**src/rtl/pwos_pkg.sv**
```systemverilog
// Constants and carrier types for the pressure window, trim and filter status block.
// Assumes a byte-wide register port driven by the serial interface front end.
// What this block does
// - Threshold and trim writes accepted only until the init-done lock is set.
// - Thresholds and trim feed the read/write register array error check.
// - Upper threshold at 46h/47h, lower at 48h/49h, all reset to zero.
// - Thresholds compare as independent unsigned 16-bit values.
// - A zero threshold skips its own comparison; the other still works.
// - Both thresholds zero disables the interrupt output.
// - Trim at 4Ch/4Dh is signed 16-bit, added to calibrated pressure.
// - Any trim change resets the filter path; results invalid until reinit done.
// - Self-test-never-run bit 3 set at reset, cleared by any self-test control bit.
// - Self-test-running bit 2 is the OR of the four control bits.
// - Common-mode fault bit 1 set on limit breach, cleared by read or transmission.
// - Self-test fault bit 0 set on failure, cleared only by reset.
// - Sense bit 0 fires outside window, 1 fires inside window.
// - With zero stretch the pin follows the last evaluated sample's condition.
package pwos_pkg;
  localparam logic [7:0] PWOS_ADDR_UPPER_LO = 8'h46;
  localparam logic [7:0] PWOS_ADDR_UPPER_HI = 8'h47;
  localparam logic [7:0] PWOS_ADDR_LOWER_LO = 8'h48;
  localparam logic [7:0] PWOS_ADDR_LOWER_HI = 8'h49;
  localparam logic [7:0] PWOS_ADDR_TRIM_LO = 8'h4c;
  localparam logic [7:0] PWOS_ADDR_TRIM_HI = 8'h4d;
  localparam logic [7:0] PWOS_ADDR_STATUS = 8'h60;
  localparam logic [7:0] PWOS_BYTE_RESET = 8'h00;
  localparam logic [15:0] PWOS_THRESH_OFF = 16'h0000;
  localparam int PWOS_BIT_NEVER_RUN = 3;
  localparam int PWOS_BIT_RUNNING = 2;
  localparam int PWOS_BIT_CM_FAULT = 1;
  localparam int PWOS_BIT_ST_FAULT = 0;
  localparam logic [7:0] PWOS_STATUS_RESET = 8'h08;
  localparam int PWOS_REINIT_CYCLES = 64;

  typedef struct packed {
    logic wr;
    logic rd;
    logic [7:0] addr;
    logic [7:0] wdata;
  } pwos_req_t;

  typedef struct packed {
    logic [15:0] upper;
    logic [15:0] lower;
    logic [15:0] trim;
  } pwos_cfg_t;
endpackage

```
**src/rtl/pwos_window.sv**
```systemverilog
// Window comparator and interrupt pin for the pressure thresholds.
// Assumes sample_valid pulses once per evaluated pressure sample.
`timescale 1ns/1ns
module pwos_window (
  input wire logic clk,
  input wire logic sys_rst,
  input wire logic sample_valid,
  input wire logic [15:0] sample,
  input wire logic [15:0] upper,
  input wire logic [15:0] lower,
  input wire logic sense_inside,
  output logic irq
);
  import pwos_pkg::*;
  logic upper_on;
  logic lower_on;
  logic outside;
  logic cond;
  logic next_irq;

  always_comb begin
    upper_on = (upper != PWOS_THRESH_OFF);
    lower_on = (lower != PWOS_THRESH_OFF);
    outside = (upper_on && (sample > upper)) || (lower_on && (sample < lower));
    cond = sense_inside ? !outside : outside;
    if (!upper_on && !lower_on) begin
      cond = 1'b0;
    end
    next_irq = sample_valid ? cond : irq;
  end

  always_ff @(posedge clk or posedge sys_rst) begin
    if (sys_rst) begin
      irq <= 1'b0;
    end else begin
      irq <= next_irq;
    end
  end
endmodule

```
**src/rtl/pwos_regs.sv**
```systemverilog
// Threshold, trim and filter status registers of the pressure sensor core.
// Assumes a same-clock byte register port; sensor inputs come from on-chip logic.
`timescale 1ns/1ns
module pwos_regs #(
  parameter int REINIT_CYCLES = pwos_pkg::PWOS_REINIT_CYCLES
) (
  input wire logic clk,
  input wire logic sys_rst,
  input wire pwos_pkg::pwos_req_t req,
  output logic [7:0] rdata,
  input wire logic init_done_lock,
  input wire logic sense_inside,
  input wire logic [3:0] selftest_control,
  input wire logic selftest_fail,
  input wire logic cm_out_of_limits,
  input wire logic cm_reported,
  input wire logic cal_valid,
  input wire logic [15:0] cal_pressure,
  output logic [15:0] pressure_result,
  output logic result_valid,
  output logic filter_reset,
  output pwos_pkg::pwos_cfg_t cfg_array,
  output logic irq
);
  import pwos_pkg::*;
  pwos_cfg_t cfg;
  pwos_cfg_t next_cfg;
  logic never_run, next_never_run;
  logic cm_fault, next_cm_fault;
  logic st_fault, next_st_fault;
  logic [15:0] next_result;
  logic next_result_valid;
  logic [7:0] next_rdata;
  logic [7:0] status;
  logic trim_changed;
  logic wr_ok;
  logic [$clog2(REINIT_CYCLES+1)-1:0] reinit_cnt, next_reinit_cnt;

  always_comb begin
    next_cfg = cfg;
    wr_ok = req.wr && !init_done_lock;
    if (wr_ok) begin
      case (req.addr)
        PWOS_ADDR_UPPER_LO: next_cfg.upper[7:0] = req.wdata;
        PWOS_ADDR_UPPER_HI: next_cfg.upper[15:8] = req.wdata;
        PWOS_ADDR_LOWER_LO: next_cfg.lower[7:0] = req.wdata;
        PWOS_ADDR_LOWER_HI: next_cfg.lower[15:8] = req.wdata;
        PWOS_ADDR_TRIM_LO: next_cfg.trim[7:0] = req.wdata;
        PWOS_ADDR_TRIM_HI: next_cfg.trim[15:8] = req.wdata;
        default: next_cfg = cfg;
      endcase
    end
    trim_changed = (next_cfg.trim != cfg.trim);
  end

  always_comb begin
    status = 8'h00;
    status[PWOS_BIT_NEVER_RUN] = never_run;
    status[PWOS_BIT_RUNNING] = |selftest_control;
    status[PWOS_BIT_CM_FAULT] = cm_fault;
    status[PWOS_BIT_ST_FAULT] = st_fault;
    next_never_run = never_run && !(|selftest_control);
    next_st_fault = st_fault || selftest_fail;
    next_cm_fault = cm_fault;
    if ((req.rd && req.addr == PWOS_ADDR_STATUS) || cm_reported) begin
      next_cm_fault = 1'b0;
    end
    if (cm_out_of_limits) begin
      next_cm_fault = 1'b1;
    end
    case (req.addr)
      PWOS_ADDR_UPPER_LO: next_rdata = cfg.upper[7:0];
      PWOS_ADDR_UPPER_HI: next_rdata = cfg.upper[15:8];
      PWOS_ADDR_LOWER_LO: next_rdata = cfg.lower[7:0];
      PWOS_ADDR_LOWER_HI: next_rdata = cfg.lower[15:8];
      PWOS_ADDR_TRIM_LO: next_rdata = cfg.trim[7:0];
      PWOS_ADDR_TRIM_HI: next_rdata = cfg.trim[15:8];
      PWOS_ADDR_STATUS: next_rdata = status;
      default: next_rdata = 8'h00;
    endcase
    if (!req.rd) begin
      next_rdata = rdata;
    end
  end

  always_comb begin
    next_reinit_cnt = reinit_cnt;
    next_result = pressure_result;
    next_result_valid = 1'b0;
    if (trim_changed) begin
      next_reinit_cnt = ($clog2(REINIT_CYCLES+1))'(REINIT_CYCLES);
    end else if (reinit_cnt != '0) begin
      next_reinit_cnt = reinit_cnt - 1'b1;
    end else if (cal_valid) begin
      next_result = cal_pressure + cfg.trim;
      next_result_valid = 1'b1;
    end
  end

  always_ff @(posedge clk or posedge sys_rst) begin
    if (sys_rst) begin
      cfg <= '0;
      never_run <= 1'b1;
      cm_fault <= 1'b0;
      st_fault <= 1'b0;
      rdata <= PWOS_BYTE_RESET;
      reinit_cnt <= '0;
      pressure_result <= 16'h0000;
      result_valid <= 1'b0;
    end else begin
      cfg <= next_cfg;
      never_run <= next_never_run;
      cm_fault <= next_cm_fault;
      st_fault <= next_st_fault;
      rdata <= next_rdata;
      reinit_cnt <= next_reinit_cnt;
      pressure_result <= next_result;
      result_valid <= next_result_valid;
    end
  end

  assign filter_reset = (reinit_cnt != '0);
  assign cfg_array = cfg;

  pwos_window u_window (
    .clk(clk),
    .sys_rst(sys_rst),
    .sample_valid(result_valid),
    .sample(pressure_result),
    .upper(cfg.upper),
    .lower(cfg.lower),
    .sense_inside(sense_inside),
    .irq(irq)
  );
endmodule

```
**config.mk**
```make
export PLATFORM = sky130hd
export DESIGN_NAME = pwos_regs
export DESIGN_NICKNAME = d
export VERILOG_FILES = /design/src/rtl/pwos_pkg.sv /design/src/rtl/pwos_window.sv /design/src/rtl/pwos_regs.sv
export SDC_FILE = /design/constraint.sdc
export NUM_CORES = 1
export LEC_CHECK = 0
export ABC_AREA = 0
export BUFFER_PORTS_ARGS = -buffer_cell sky130_fd_sc_hd__buf_2
export CORE_MARGIN = 3
export CORE_UTILIZATION = 60
export CTS_CLUSTER_SIZE = 14
export DETAILED_ROUTE_END_ITERATION = 7
export HOLD_SLACK_MARGIN = 0.1
export PLACE_DENSITY = 0.87
export SLEW_MARGIN = 20
export SYNTH_ARGS = -nofsm -noshare
export SYNTH_HDL_FRONTEND = slang
export SYNTH_HIERARCHICAL = 1
export SYNTH_SLANG_ARGS = --single-unit
```
**constraint.sdc**
```tcl
create_clock -name clk -period 4.7 [get_ports clk]
set_clock_uncertainty 0.05 [all_clocks]
set_input_delay 0.94 -clock clk [delete_from_list [all_inputs] [get_ports clk]]
set_output_delay 0.94 -clock clk [all_outputs]
set_load 0.05 [all_outputs]
```
==> results.sh <==
export IMPL_tritoncts="done"
export IMPL_worst_slack_ns=1.24
export IMPL_placed_area_um2=6160
export IMPL_pre_cts_ws_ns=0.940
export IMPL_ys_seq_elements=84
export IMPL_fillers=667
export IMPL_finalPower_mw=2.32
export IMPL_r2r_end="pressure_result[14]"
export IMPL_synthTopCellsByCount="dfrtp_1 (83), mux2_2 (59), inv_1 (50)"
export IMPL_overflow=0
export IMPL_synth_warnings=6
export IMPL_grt_pass1_vias=4804
export IMPL_regArea_um2=2100
export IMPL_dp_hpwl_um=12100
export IMPL_path_class="input pin to flop"
export IMPL_worst_r2r_startpoint="cfg_array[0]"
export IMPL_htree_num_levels=3
export IMPL_nets=735
export IMPL_crit_fanout=23
export IMPL_start_kind="input pin"
export IMPL_wirelength_um=15900
export IMPL_diodes=0
export IMPL_io_pins=121
export IMPL_timing_slew_headroom_pct=45.5
export IMPL_period_share_pct=73.6
export IMPL_rows=34
export IMPL_outcome="complete, no violations"
export IMPL_drt_pass1_iterations=5
export IMPL_avgRoutedWirePerCell_um=21.1
export IMPL_drive_above_1_share_pct=34.7
export IMPL_avgSynthCellArea_um2=10.5
export IMPL_tightestPinTransition_ns=0.816
export IMPL_peakVddDrop_uv=177
export IMPL_clk_pin_slew_ns=0.10
export IMPL_synth_nets=623
export IMPL_rrSetupSlack_ns=2.03
export IMPL_power_density_nw_per_um2=365
export IMPL_ant_nets=0
export IMPL_synth_edf_count=0
export IMPL_fin_area_um2=6340
export IMPL_area_growth_pct=14.6
export IMPL_crit_path_end_kind="flop"
export IMPL_dp_cells=738
export IMPL_required_ns=4.89
export IMPL_synth_top_area_share_pct=37.5
export IMPL_grt_max_degree=48
export IMPL_synth_area_um2=5540
export IMPL_p_leak_nw=3.26
export IMPL_setup_viol=0
export IMPL_cts_resized=0
export IMPL_synth_top_cell_by_area="dfrtp_1"
export IMPL_ys_seq_area_share_pct=38.0
export IMPL_via_per_inst=6.49
export IMPL_die_y_um=102
export IMPL_final_cells=754
export IMPL_die_area_um2=10400
export IMPL_cap_violations=0
export IMPL_grt_pass1_wl_um=24600
export IMPL_tns_ns=0
export IMPL_async_reset_ff_share_pct=100
export IMPL_synthFlopType="dfrtp_1"
export IMPL_clock_sinks=84
export IMPL_min_period_ns=3.46
export IMPL_start_util_pct=62.6
export IMPL_fmax_mhz=289
export IMPL_multi_input_area_um2=3130
export IMPL_numPortBuffers=120
export IMPL_ys_types=62
export IMPL_rsz0062_at_grt="false"
export IMPL_maxSlewViolCount=0
export IMPL_insertion_delay_ns=0.36
export IMPL_grt_usage_pct=30.8
export IMPL_crit_start="req[8]"
export IMPL_post_cts_buffers=0
export IMPL_route_vias_total=4896
export IMPL_yosysMostFrequentCell="dfrtp_1"
export IMPL_root_buffer="clkbuf_8"
export IMPL_synth_area_leaders="dfrtp_1 (38%), mux2_2 (12%), ha_1 (11%)"
export IMPL_gp_congestion=0.966
export IMPL_finalHoldViolCount=0
export IMPL_hold_class="input pin to asynchronous set/reset pin"
export IMPL_postLayoutCoreUtil_pct=71.7
export IMPL_cts_buffers_inserted=9
export IMPL_postCtsHoldBufs=0
export IMPL_cp_endpoint="pressure_result[10]"
export IMPL_holdWs_ns=0.356
export IMPL_drc=0
export IMPL_postSynthCellCount=529
export IMPL_die_w_um=102
export IMPL_r2r_cells=8
export IMPL_antenna_found_initial=0
export IMPL_drt_initial_drc_count=493
export IMPL_cp_arrival_ns=3.65
export IMPL_clock_path_buffers=2
export IMPL_core_um2=8850
## worst max-delay path, stage by stage
cell and delay [ns]:
buf_2 0.45, inv_1 0.20, nor4_4 0.65, a32o_2 0.41, or2_1 0.57, mux2_2 0.41
## logic make-up after synthesis
logic type | share of synthesized area [%]
AO/OA/AOI/OAI | 12.6
multiplexers | 16.6
XOR/XNOR | 5.06
flip-flops | 38.0
AND/OR/NAND/NOR | 11.2
buffers and inverters | 5.56
adder cells (fa/ha/maj) | 11.0
## layout make-up
type	instances	share of cell area, %
clock buffer	9	1.95
multi-input combinational	375	49.3
timing repair buffer	121	9.58
sequential	84	33.1
clock inverter	7	0.927
tap	108	2.13
inverter	50	2.98
## cell usage in the layout (no fill, tap or decap), types with 3 or more instances in the layout
cell type,instances
buf_2,120
dfrtp_1,83
mux2_2,59
inv_1,49
ha_1,47
a21oi_1,29
nor2_1,28
o21ai_0,25
nand2_1,22
xor2_1,17
xnor2_1,15
nor4_1,13
clkbuf_8,9
mux2i_1,8
nand4_1,8
a21o_1,7
o31ai_1,7
o22ai_1,7
a211oi_1,6
mux4_2,5
nand2b_1,5
nand3_1,5
o21a_1,5
nor3_1,4
mux2_4,4
or3_1,3
o211ai_1,3
a22oi_1,3
inv_6,3
## routing by layer
metal / vias up / part of all wire (%) / GRT usage, %
met2: 324 / 46 / 48.2
met1: 2360 / 40 / 40.3
met4: 0 / 4.6 / 17.0
met5: - / 0 / 0
met3: 69 / 9.3 / 5.94
li1: 2143 / - / -
## worst min path at each step
stage,start,to,cells past startpoint
floorplan,st_fault,st_fault,1
global placement,st_fault,st_fault,1
detailed placement,st_fault,st_fault,1
CTS,sys_rst,u_window/irq,2
global route,sys_rst,u_window/irq,2
finish,sys_rst,u_window/irq,2
## sequential cells by signal (all words and copies together) (netlist names)
register / count
cfg_array: 48
result_valid: 1
reinit_cnt: 7
cm_fault: 1
never_run: 1
u_window/irq: 1
st_fault: 1
rdata: 8
pressure_result: 16
## power breakdown
group          leakage (nW)  internal [mW]  switching, mW
combinational          2.03          0.343          0.557
sequential             1.13          0.806          0.117
clock                0.0925          0.201          0.293
Note: power is estimated with default switching activity, not from simulation.
